**config.mk**
```make
export PLATFORM = sky130hd
export DESIGN_NAME = spcd_decoder
export DESIGN_NICKNAME = d
export VERILOG_FILES = /design/src/spcd_pkg.sv /design/src/spcd_serial_port.sv /design/src/spcd_decoder.sv
export SDC_FILE = /design/constraint.sdc
export NUM_CORES = 1
export LEC_CHECK = 0
export BUFFER_PORTS_ARGS = -buffer_cell sky130_fd_sc_hd__buf_2
export CAP_MARGIN = 20
export CORE_MARGIN = 5
export CORE_UTILIZATION = 59
export DETAILED_ROUTE_END_ITERATION = 12
export PLACE_DENSITY = 0.79
export SETUP_SLACK_MARGIN = 0.1
export SKIP_LAST_GASP = 1
export SYNTH_ARGS = -nofsm -noshare
export SYNTH_HDL_FRONTEND = slang
export SYNTH_HIERARCHICAL = 1
export SYNTH_SLANG_ARGS = --single-unit
```
**constraint.sdc**
```tcl
create_clock -name clk -period 2.7 [get_ports clk]
set_clock_uncertainty 0.2 [all_clocks]
set_input_delay 0.27 -clock clk [delete_from_list [all_inputs] [get_ports clk]]
set_output_delay 0.27 -clock clk [all_outputs]
set_load 0.005 [all_outputs]
```
**src/spcd_pkg.sv**
```systemverilog
package spcd_pkg;

    // ==========================================================
    // Instruction first bytes
    localparam logic [7:0] CMD_PROG        = 8'hAC;
    localparam logic [7:0] CMD_POLL        = 8'hF0;
    localparam logic [7:0] CMD_LOAD_EXT    = 8'h4D;
    localparam logic [7:0] CMD_LOAD_HI     = 8'h48;
    localparam logic [7:0] CMD_LOAD_LO     = 8'h40;
    localparam logic [7:0] CMD_LOAD_EE     = 8'hC1;
    localparam logic [7:0] CMD_RD_FL_HI    = 8'h28;
    localparam logic [7:0] CMD_RD_FL_LO    = 8'h20;
    localparam logic [7:0] CMD_RD_EE       = 8'hA0;
    localparam logic [7:0] CMD_RD_LOCK_FH  = 8'h58;
    localparam logic [7:0] CMD_RD_FUSE     = 8'h50;
    localparam logic [7:0] CMD_RD_CAL      = 8'h38;
    localparam logic [7:0] CMD_RD_SIG      = 8'h30;
    localparam logic [7:0] CMD_WR_FL_PAGE  = 8'h4C;
    localparam logic [7:0] CMD_WR_EE       = 8'hC0;
    localparam logic [7:0] CMD_WR_EE_PAGE  = 8'hC2;

    // ==========================================================
    // Second-byte selectors
    localparam logic [7:0] SEL_ENABLE      = 8'h53;
    localparam logic [7:0] SEL_ERASE       = 8'h80;
    localparam logic [7:0] SEL_WR_LOCK     = 8'hE0;
    localparam logic [7:0] SEL_WR_FUSE_LO  = 8'hA0;
    localparam logic [7:0] SEL_WR_FUSE_HI  = 8'hA8;
    localparam logic [7:0] SEL_WR_FUSE_EXT = 8'hA4;
    localparam logic [7:0] SEL_FUSE_UPPER  = 8'h08;

    // ==========================================================
    // Field positions, widths and reset values
    localparam int         POLL_BIT        = 0;
    localparam int         MEM_ADDR_W      = 24;
    localparam logic [7:0] TX_RST          = 8'h00;
    localparam logic [7:0] EXT_ADDR_RST    = 8'h00;
    localparam logic [7:0] BYTE_RST        = 8'h00;

    // ==========================================================
    // Session and back-end operation codes
    typedef enum logic {SES_LOCKED, SES_ENABLED} spcd_ses_e;

    typedef enum logic [4:0] {
        OP_NONE, OP_CHIP_ERASE, OP_FL_LOAD_LO, OP_FL_LOAD_HI,
        OP_FL_WRITE_PAGE, OP_FL_READ_LO, OP_FL_READ_HI, OP_EE_LOAD,
        OP_EE_WRITE_PAGE, OP_EE_WRITE, OP_EE_READ, OP_LOCK_RD,
        OP_FUSE_LO_RD, OP_FUSE_HI_RD, OP_FUSE_EXT_RD, OP_CAL_RD,
        OP_SIG_RD, OP_LOCK_WR, OP_FUSE_LO_WR, OP_FUSE_HI_WR,
        OP_FUSE_EXT_WR
    } spcd_op_e;

endpackage : spcd_pkg

```
**src/spcd_serial_port.sv**
```systemverilog
module spcd_serial_port (
    input  wire logic       clk,
    input  wire logic       rst_n,
    input  wire logic       sck_pin,
    input  wire logic       mosi_pin,
    input  wire logic       prog_rst_n_pin,
    input  wire logic [7:0] tx_byte,
    output logic            miso,
    output logic            rst_pin_lvl,
    output logic            byte_done,
    output logic [1:0]      byte_idx,
    output logic [7:0]      rx_byte
);
    import spcd_pkg::*;

    // ==========================================================
    // Pin synchronisers: 0 = clock, 1 = data in, 2 = reset pin
    logic [2:0][2:0] sync_reg, sync_next;
    logic [2:0]      lvl_reg, lvl_next;
    logic [4:0]      bit_cnt_reg, bit_cnt_next;
    logic [7:0]      rx_sh_reg, rx_sh_next;
    logic [7:0]      tx_sh_reg, tx_sh_next;
    logic [7:0]      rx_reg, rx_next;
    logic [1:0]      idx_reg, idx_next;
    logic            done_reg, done_next;
    logic            miso_reg, miso_next;
    logic            rise;
    logic            fall;
    logic [2:0]      pins;

    assign pins = {prog_rst_n_pin, mosi_pin, sck_pin};

    // Level accepted only when stages two and three agree
    always_comb begin
        for (int i = 0; i < 3; i++) begin
            sync_next[i] = {sync_reg[i][1:0], pins[i]};
            lvl_next[i]  = (sync_reg[i][1] == sync_reg[i][2]) ?
                           sync_reg[i][2] : lvl_reg[i];
        end
    end

    assign rise = lvl_next[0] & ~lvl_reg[0];
    assign fall = ~lvl_next[0] & lvl_reg[0];

    // Framing and shifting; reset pin high drops any partial frame
    always_comb begin
        bit_cnt_next = bit_cnt_reg;
        rx_sh_next   = rx_sh_reg;
        tx_sh_next   = tx_sh_reg;
        rx_next      = rx_reg;
        idx_next     = idx_reg;
        done_next    = 1'b0;
        miso_next    = miso_reg;
        if (lvl_reg[2]) begin
            bit_cnt_next = 5'h00;
            miso_next    = 1'b0;
        end else if (rise) begin
            rx_sh_next   = {rx_sh_reg[6:0], lvl_reg[1]};
            bit_cnt_next = bit_cnt_reg + 5'h01;
            if (bit_cnt_reg[2:0] == 3'h7) begin
                done_next = 1'b1;
                rx_next   = {rx_sh_reg[6:0], lvl_reg[1]};
                idx_next  = bit_cnt_reg[4:3];
            end
        end else if (fall) begin
            // Byte boundary: load the next answer, MSB goes out first
            if (bit_cnt_reg[2:0] == 3'h0) begin
                miso_next  = tx_byte[7];
                tx_sh_next = {tx_byte[6:0], 1'b0};
            end else begin
                miso_next  = tx_sh_reg[7];
                tx_sh_next = {tx_sh_reg[6:0], 1'b0};
            end
        end
    end

    // Registers; reset pin level starts high so no session is assumed
    always_ff @(posedge clk or negedge rst_n) begin
        if (!rst_n) begin
            sync_reg    <= {3'h7, 3'h0, 3'h0};   // Idle levels: no false edge
            lvl_reg     <= 3'h4;
            bit_cnt_reg <= 5'h00;
            rx_sh_reg   <= BYTE_RST;
            tx_sh_reg   <= BYTE_RST;
            rx_reg      <= BYTE_RST;
            idx_reg     <= 2'h0;
            done_reg    <= 1'b0;
            miso_reg    <= 1'b0;
        end else begin
            sync_reg    <= sync_next;
            lvl_reg     <= lvl_next;
            bit_cnt_reg <= bit_cnt_next;
            rx_sh_reg   <= rx_sh_next;
            tx_sh_reg   <= tx_sh_next;
            rx_reg      <= rx_next;
            idx_reg     <= idx_next;
            done_reg    <= done_next;
            miso_reg    <= miso_next;
        end
    end

    assign miso        = miso_reg;
    assign rst_pin_lvl = lvl_reg[2];
    assign byte_done   = done_reg;
    assign byte_idx    = idx_reg;
    assign rx_byte     = rx_reg;
endmodule : spcd_serial_port

```
**src/spcd_decoder.sv**
```systemverilog
module spcd_decoder (
    input  wire logic                           clk,
    input  wire logic                           rst_n,
    input  wire logic                           sck,
    input  wire logic                           mosi,
    input  wire logic                           prog_rst_n,
    input  wire logic                           op_pending_flag,
    input  wire logic [7:0]                     mem_rdata,
    output logic                                miso,
    output logic                                prog_enabled,
    output logic                                mem_strobe,
    output spcd_pkg::spcd_op_e                  mem_op,
    output logic [spcd_pkg::MEM_ADDR_W-1:0]     mem_addr,
    output logic [7:0]                          mem_wdata
);
    import spcd_pkg::*;

    // ==========================================================
    // Helpers
    function automatic logic [MEM_ADDR_W-1:0] fl_addr(
        input logic [7:0] ext, input logic [7:0] hi, input logic [7:0] lo);
        fl_addr = {ext, hi, lo};
    endfunction : fl_addr

    function automatic logic [MEM_ADDR_W-1:0] ee_addr(
        input logic [7:0] hi, input logic [7:0] lo);
        ee_addr = {14'h0, hi[1:0], lo};
    endfunction : ee_addr

    function automatic logic is_read(input spcd_op_e op);
        is_read = (op inside {OP_FL_READ_LO, OP_FL_READ_HI, OP_EE_READ,
                              OP_LOCK_RD, OP_FUSE_LO_RD, OP_FUSE_HI_RD,
                              OP_FUSE_EXT_RD, OP_CAL_RD, OP_SIG_RD});
    endfunction : is_read

    // Second byte of an AC frame selects erase or a fuse or lock write
    function automatic spcd_op_e prog_op(input logic [7:0] sel);
        case (sel)
            SEL_ERASE:       prog_op = OP_CHIP_ERASE;
            SEL_WR_LOCK:     prog_op = OP_LOCK_WR;
            SEL_WR_FUSE_LO:  prog_op = OP_FUSE_LO_WR;
            SEL_WR_FUSE_HI:  prog_op = OP_FUSE_HI_WR;
            SEL_WR_FUSE_EXT: prog_op = OP_FUSE_EXT_WR;
            default:         prog_op = OP_NONE;
        endcase
    endfunction : prog_op

    // ==========================================================
    // Serial front end
    logic       rst_lvl;
    logic       byte_done;
    logic [1:0] byte_idx;
    logic [7:0] rx_byte;
    logic [7:0] tx_reg, tx_next;

    spcd_serial_port u_port (
        .clk            (clk),
        .rst_n          (rst_n),
        .sck_pin        (sck),
        .mosi_pin       (mosi),
        .prog_rst_n_pin (prog_rst_n),
        .tx_byte        (tx_reg),
        .miso           (miso),
        .rst_pin_lvl    (rst_lvl),
        .byte_done      (byte_done),
        .byte_idx       (byte_idx),
        .rx_byte        (rx_byte)
    );

    // ==========================================================
    // Decoder state
    spcd_ses_e             ses_reg, ses_next;
    spcd_op_e              op_reg, op_next, cmd_op;
    logic [7:0]            b1_reg, b1_next, b2_reg, b2_next;
    logic [7:0]            b3_reg, b3_next, ext_reg, ext_next;
    logic [7:0]            wd_reg, wd_next;
    logic [MEM_ADDR_W-1:0] addr_reg, addr_next;
    logic                  stb_reg, stb_next;
    logic                  enabled;

    assign enabled = (ses_reg == SES_ENABLED);

    // Reads issue after byte three so data is ready for byte four;
    // writes wait for byte four so a cut frame never writes
    always_comb begin
        ses_next  = ses_reg;
        b1_next   = b1_reg;
        b2_next   = b2_reg;
        b3_next   = b3_reg;
        ext_next  = ext_reg;
        tx_next   = tx_reg;
        op_next   = op_reg;
        addr_next = addr_reg;
        wd_next   = wd_reg;
        stb_next  = 1'b0;
        cmd_op    = OP_NONE;
        if (stb_reg && is_read(op_reg)) begin
            tx_next = mem_rdata;
        end
        if (rst_lvl) begin
            ses_next = SES_LOCKED;
            tx_next  = TX_RST;
        end else if (byte_done) begin
            case (byte_idx)
                2'd0: begin
                    b1_next = rx_byte;
                    tx_next = TX_RST;
                end
                2'd1: begin
                    b2_next = rx_byte;
                    tx_next = rx_byte;
                end
                2'd2: begin
                    b3_next = rx_byte;
                    tx_next = TX_RST;
                    if (enabled) begin
                        case (b1_reg)
                            CMD_POLL:
                                tx_next[POLL_BIT] = op_pending_flag;
                            CMD_RD_FL_HI: begin
                                cmd_op    = OP_FL_READ_HI;
                                addr_next = fl_addr(ext_reg, b2_reg, rx_byte);
                            end
                            CMD_RD_FL_LO: begin
                                cmd_op    = OP_FL_READ_LO;
                                addr_next = fl_addr(ext_reg, b2_reg, rx_byte);
                            end
                            CMD_RD_EE: begin
                                cmd_op    = OP_EE_READ;
                                addr_next = ee_addr(b2_reg, rx_byte);
                            end
                            CMD_RD_LOCK_FH: cmd_op = (b2_reg == SEL_FUSE_UPPER)
                                ? OP_FUSE_HI_RD : OP_LOCK_RD;
                            CMD_RD_FUSE: cmd_op = (b2_reg == SEL_FUSE_UPPER)
                                ? OP_FUSE_EXT_RD : OP_FUSE_LO_RD;
                            CMD_RD_CAL: cmd_op = OP_CAL_RD;
                            CMD_RD_SIG: begin
                                cmd_op    = OP_SIG_RD;
                                addr_next = ee_addr(BYTE_RST,
                                                    {6'h00, rx_byte[1:0]});
                            end
                            default: cmd_op = OP_NONE;
                        endcase
                    end
                end
                default: begin
                    tx_next = TX_RST;
                    wd_next = rx_byte;
                    if (b1_reg == CMD_PROG && b2_reg == SEL_ENABLE) begin
                        ses_next = SES_ENABLED;
                    end else if (enabled) begin
                        case (b1_reg)
                            CMD_PROG: cmd_op = prog_op(b2_reg);
                            CMD_LOAD_EXT: ext_next = b3_reg;
                            CMD_LOAD_HI, CMD_LOAD_LO: begin
                                cmd_op = (b1_reg == CMD_LOAD_HI)
                                    ? OP_FL_LOAD_HI : OP_FL_LOAD_LO;
                                addr_next = ee_addr(BYTE_RST, b3_reg);
                            end
                            CMD_LOAD_EE: begin
                                cmd_op    = OP_EE_LOAD;
                                addr_next = ee_addr(BYTE_RST,
                                                    {6'h00, b3_reg[1:0]});
                            end
                            CMD_WR_FL_PAGE: begin
                                cmd_op    = OP_FL_WRITE_PAGE;
                                addr_next = fl_addr(ext_reg, b2_reg, b3_reg);
                            end
                            CMD_WR_EE_PAGE: begin
                                cmd_op    = OP_EE_WRITE_PAGE;
                                addr_next = ee_addr(b2_reg,
                                                    {b3_reg[7:2], 2'b00});
                            end
                            CMD_WR_EE: begin
                                cmd_op    = OP_EE_WRITE;
                                addr_next = ee_addr(b2_reg, b3_reg);
                            end
                            default: cmd_op = OP_NONE;
                        endcase
                    end
                end
            endcase
        end
        if (cmd_op != OP_NONE) begin
            stb_next = 1'b1;
            op_next  = cmd_op;
        end
    end

    // Registers
    always_ff @(posedge clk or negedge rst_n) begin
        if (!rst_n) begin
            ses_reg  <= SES_LOCKED;
            b1_reg   <= BYTE_RST;
            b2_reg   <= BYTE_RST;
            b3_reg   <= BYTE_RST;
            ext_reg  <= EXT_ADDR_RST;
            tx_reg   <= TX_RST;
            op_reg   <= OP_NONE;
            addr_reg <= '0;
            wd_reg   <= BYTE_RST;
            stb_reg  <= 1'b0;
        end else begin
            ses_reg  <= ses_next;
            b1_reg   <= b1_next;
            b2_reg   <= b2_next;
            b3_reg   <= b3_next;
            ext_reg  <= ext_next;
            tx_reg   <= tx_next;
            op_reg   <= op_next;
            addr_reg <= addr_next;
            wd_reg   <= wd_next;
            stb_reg  <= stb_next;
        end
    end

    assign prog_enabled = enabled;
    assign mem_strobe   = stb_reg;
    assign mem_op       = op_reg;
    assign mem_addr     = addr_reg;
    assign mem_wdata    = wd_reg;

    // ==========================================================
    // Checks
    logic exec4;
    logic step3;
    assign exec4 = byte_done && byte_idx == 2'd3 && !rst_lvl;
    assign step3 = byte_done && byte_idx == 2'd2 && !rst_lvl && enabled;
endmodule : spcd_decoder

```
# After elaboration in Yosys (flattened, before gate mapping)
# Index checks and enable logic that the tools add are counted.
# totals
input_bits	14
output_inout_bits	40
register_bits	123
wordCells	142
# classes
reduce_logical	27
muxes	40
add_sub_neg	1
bitwise	9
n_eq_ne	42
# op_table
op	n
24-bit case mux with 5 select lines	1
8-bit equality test, second input constant	11
24-bit 2-to-1 mux	3
24-bit case mux with 3 select lines	1
8-bit by 7-bit equality test with 1-bit output, second input constant	7
24-bit case mux with 2 select lines	1
5-bit 2-to-1 mux	7
5-bit case mux with 7 select lines	1
8-bit by 6-bit equality test with 1-bit output, second input constant	4
8-bit 2-to-1 mux	4
5-bit by 4-bit equality test with 1-bit output, second input constant	6
5-bit case mux with 6 select lines	1
5-bit case mux with 5 select lines	1
3-bit AND reduction	7
1-bit 2-to-1 mux	16
8-bit case mux with 2 select lines	1
5-bit by 3-bit equality test with 1-bit output, second input constant	2
5-bit case mux with 2 select lines	1
9-bit nonzero test	1
8-bit by 4-bit equality test with 1-bit output, second input constant	1
2-bit nonzero test	4
1-bit inverter	7
7-bit AND reduction	1
2-bit by 1-bit != test with 1-bit output, second input constant	3
20 further kinds	27

# Depth between registers and ports, before layout
# depth
depth_word	10
ltp_mapped	9
mapped_depth_nobuf	8

# Cells and area by module
# Netlist, hierarchy kept.
# modules_own_cells
mod	instances	seq_area_each_um2	cells_per_inst	area_per_inst_um2
spcd_decoder	1	1976.9	379	3985.1
spcd_serial_port	1	1081.0	116	1682.9

# Worst setup path before layout
# Ideal clock, no wire load.
# synth_path
path_kind	register to register
from	register b1_reg[7]
to	register addr_reg[0], in the netlist mem_addr[0]
stages_incl_launch_ff	8
required_time_ps	2370
setup_slack_ps	385
n_path_buf	1
t_arrival_ps	1984
synth_period_minus_slack_ps	2315
setup_time_ps	130
cell_sequence	dfrtp_1 -> or4b_4 -> a2111oi_4 -> a311oi_1 -> or3_4 -> buf_6 -> a221oi_1 -> a21oi_1
# synth_between
elab_chain_cells	6
elab_cells_between_ends	22
classes_between	eq/ne (13); mux (4); reduce/logical (5)
# synth_rtl
element	line	rtl
start, declared	spcd_decoder.sv:74	logic [7:0] b1_reg, b1_next, b2_reg, b2_next;
start signal, assigned	spcd_decoder.sv:205	b1_reg <= b1_next;
8-bit by 7-bit equality test with 1-bit output	spcd_decoder.sv:152	case (b1_reg)
2-bit OR reduction	spcd_decoder.sv:152	
24-bit case mux with 5 select lines	spcd_decoder.sv:152	
24-bit 2-to-1 mux	spcd_decoder.sv:151	end else if (enabled) begin
24-bit 2-to-1 mux	spcd_decoder.sv:149	if (b1_reg == CMD_PROG && b2_reg == SEL_ENABLE) begin
24-bit case mux with 2 select lines	spcd_decoder.sv:104	case (byte_idx)
end signal, assigned	spcd_decoder.sv:211	addr_reg <= addr_next;
end, declared	spcd_decoder.sv:77	logic [MEM_ADDR_W-1:0] addr_reg, addr_next;
# Parallel ways exist; a longest one is shown, timed or not. The select of a mux whose other input is x is not followed.
# A chain may end at the register's enable or synchronous reset.

# Worst setup path in the final report
# layout_path
from	register b2_reg[7]
to	register stb_reg, in the netlist mem_strobe
# layout_between
elab_chain_cells	10
elab_cells_between_ends	21
classes_between	eq/ne (7); mux (12); reduce/logical (2)
# layout_rtl
element	line	rtl
start, declared	spcd_decoder.sv:74	
start signal, assigned	spcd_decoder.sv:206	b2_reg <= b2_next;
8-bit equality test	spcd_decoder.sv:38	case (sel)
5-bit case mux with 5 select lines	spcd_decoder.sv:38	
5-bit case mux with 6 select lines	spcd_decoder.sv:152	
5-bit 2-to-1 mux	spcd_decoder.sv:151	
5-bit 2-to-1 mux	spcd_decoder.sv:149	
5-bit case mux with 2 select lines *	spcd_decoder.sv:104	
5-bit 2-to-1 mux *	spcd_decoder.sv:103	end else if (byte_done) begin
5-bit 2-to-1 mux *	spcd_decoder.sv:100	if (rst_lvl) begin
5-bit nonzero test *	spcd_decoder.sv:184	if (cmd_op != OP_NONE) begin
1-bit 2-to-1 mux *	spcd_decoder.sv:184	
net stb_next	spcd_decoder.sv:78	logic stb_reg, stb_next;
end signal, assigned	spcd_decoder.sv:213	stb_reg <= stb_next;
end, declared	spcd_decoder.sv:78	
# The timed path passes the listed nets; every way through them passes the cells marked *.

==> reports/results.ini <==
[global_route]
antenna_found_initial = 0
overflow = 0
grt_first_pass_wirelength_mm = 21.60
track_usage_pct = 24.04
grt_max_degree = 42
grt_pass1_vias = 4413

[die]
pin_count = 54
die_w_um = 108.0
die_y_um = 108.0
start_util_pct = 61.05
placementRows = 35
core_area_sq_um = 9284
die_area_sq_um = 11670

[detailed_routing]
drt-total-wl_mm = 14.37
ant_nets = 0
routedWlPerCell_um = 19.71
viasPerCell = 6.041
via_count = 4404
drt_pass1_iterations = 8
drt_iter0_drc = 446
drcViolationCount = 0

[setup_path]
r2r_setup_slack_ps = -70
crit_fanout = 6
path_class = reg -> reg
cp.arrival_ps = 2960
crit_required_ps = 2890
rr_worst_depth = 6
worstSetupStartpointType = register
rr_endpoint = mem_strobe$_DFF_PN0_
r2r_start = b2_reg[7]$_DFFE_PN0P_
cp-end-kind = register

[clock_network]
clkSinkCount = 122
clkTransAtPathRegs_ps = 60
max-clock-path-buffers = 2
cts_tree = built
cts-root-buf = clkbuf_8
cts_buffers = 17
insertion_delay_ps = 520
htree_levels = 4

[yosys]
yosysWarningCount = 6
synth_top_family_by_area = simple AND/OR/NAND/NOR gates
synth_edf_count = 0
yosys.area_share.simple_pct = 14.55
synth_nets = 516
synth_area_per_cell_sq_um = 11.45
synth_mux_area_share_pct = 12.89
yosys_register_bits = 122
syn_area_sq_um = 5668
synthAdderAreaFrac_pct = 2.252
synth_cell_type_count = 62
synth_flop_cell = dfrtp_1
ys_seq_area_share_pct = 53.95
synth_xor_area_share_pct = 0.6181
synthCells = 495
synthArstFlopShare_pct = 100.0
synth_compound_gate_area_share_pct = 12.08

[sta]
relSlewSlack_pct = 48.94
fin_crit_ps = 2772
finalCritPeriodShare_pct = 102.7
fmax_mhz = 360.7
worst_slack_ps = -72.02
drv_slew = 0
hold_viol = 0
hold-worst-slack_ps = 36.59
setup_violations = 1
rsz0062_at_grt = yes
tightestPinTransition_ps = 762.7
totalNegativeSetupSlack_ps = -72.02

[power_and_ir_drop]
peakVddDrop_mv = 0.6019
pwr-share-clk_pct = 51.8
seq_power_share_pct = 43.0
powerDensity_nw_per_um2 = 663.3
p_int_mw = 3.641
p_sw_share_pct = 21.96
comb_power_share_pct = 5.2
power_switching_mw = 1.024
power_leakage_nw = 3.416
design_power_total_mw = 4.665

[cells_and_area]
fin_util_pct = 75.75
layout-drive-gt1-share_pct = 33.67
largest_reg_flops = 24
fin_cells = 729
diodes = 0
final_cell_mix = dfrtp_1 (115), nand2_1 (57), mux2_2 (56)
final_common_cell = dfrtp_1
syn_to_final_growth_pct = 24.08
fin_area_sq_um = 7033
fill_cells = 586
final_nets = 608

[place]
placed_area_sq_um = 6142
port_buffers = 53
pre_cts_slack_ps = 90.67
gp_congestion = 0.8903
place_inst = 677
detailed_place_hpwl_mm = 8.837

[outcome]
violations = negative setup slack
outcome = finished with violations

[min_path]
hold_path_class = in -> reg
hold_depth = 5
min_to = tx_reg[0]$_DFFE_PN0P_
hp-start = op_pending_flag

[run]
cap_violations = 0

==> power by group through the flow <==
stage	combinational, mW	sequential (mW)	clock (mW)
detailed placement	0.229	2.03	0
finish	0.243	2.00	2.42
global placement	0.218	2.03	0
floorplan	0.146	2.01	0
global route	0.274	2.02	2.53
CTS	0.245	2.00	2.43
==> logic make-up (layout without fill, tap and decap cells) <==
logic type      count (synthesis)  count (layout)
compound gates                101             101
xor+xnor                        4               4
fa+ha+maj                      11              11
buf+inv                        41             145
flops                         122             122
mux                            66              66
simple gates                  150             151
==> worst max path at each step <==
| stage | start | to | slack (ps) | cells after the start |
|---|---|---|---|---|
| after floorplan | b1_reg[7]$_DFFE_PN0P_ | mem_addr[0]$_DFFE_PN0P_ | 390 | 7 |
| after CTS | b1_reg[6]$_DFFE_PN0P_ | mem_strobe$_DFF_PN0_ | 130 | 6 |
| after detailed placement | b1_reg[3]$_DFFE_PN0P_ | mem_strobe$_DFF_PN0_ | 90 | 6 |
| after global routing | b2_reg[7]$_DFFE_PN0P_ | mem_strobe$_DFF_PN0_ | -110 | 6 |
| after global placement | b1_reg[3]$_DFFE_PN0P_ | mem_strobe$_DFF_PN0_ | 230 | 6 |
| final | b2_reg[7]$_DFFE_PN0P_ | mem_strobe$_DFF_PN0_ | -70 | 6 |
==> critical path: stages (launching register included) <==
cell,delay (ps)
dfrtp_1,450
nor4bb_1,500
nand4_1,270
and3_2,330
a32oi_2,240
nand2_1,130
or4b_1,520
==> per-layer routing <==
layer / share of wire (%) / up-vias / GRT usage (%)
li1: - / 1976 / -
met1: 39 / 2149 / 29.84
met2: 50 / 224 / 40.59
met3: 7.6 / 55 / 5.134
met4: 3.3 / 0 / 10.73
met5: 0 / - / 0
==> synth_stat cells (3+ instances only) <==
cell type  instances  share of area, %
nand4_1            7              0.77
maj3_1             4              0.71
or3_1              4              0.44
and2_1             9              0.99
buf_2              9              0.79
a2bb2oi_1          9               1.4
a21oi_1           24               2.1
mux2_2            56                11
nor3_1             3              0.26
clkbuf_1           7              0.46
nand2_1           57               3.8
nand3_1            7              0.62
nor3b_1            5              0.66
and3_1             3              0.33
nand2b_1           3              0.33
inv_1             18               1.2
mux2i_1           10               1.8
dfstp_2            4               1.9
dfrtp_1          118                52
a221oi_1           8               1.2
xnor2_1            3              0.46
ha_1               7               1.5
o21ai_0           24               2.1
o41ai_1            5              0.77
nor2_1            24               1.6
o21ai_1           10              0.88
nor2b_1            7              0.77
buf_6              5              0.99
==> repair_timing <==
item / 4_1_cts / 5_1_grt
gates cloned: 0 / 1
hold buffers: 12 / 0
endpoints found under the hold margin: 84 / 0
setup buffers: 0 / 7
pin swaps: 0 / 4
endpoints found under the setup margin: 1 / 20
gates resized for setup: 2 / 17
==> final cells by class <==
class	count	area (sq um)	area share, %
sequential	122	3062	43.53
clock inverter	12	185.2	2.633
tap	129	161.4	2.295
multi-input combinational	333	2472	35.15
clock buffer	20	455.4	6.476
timing repair buffer	95	629.4	8.949
inverter	18	67.56	0.9607
No activity file was read; power rests on OpenSTA's default activity.
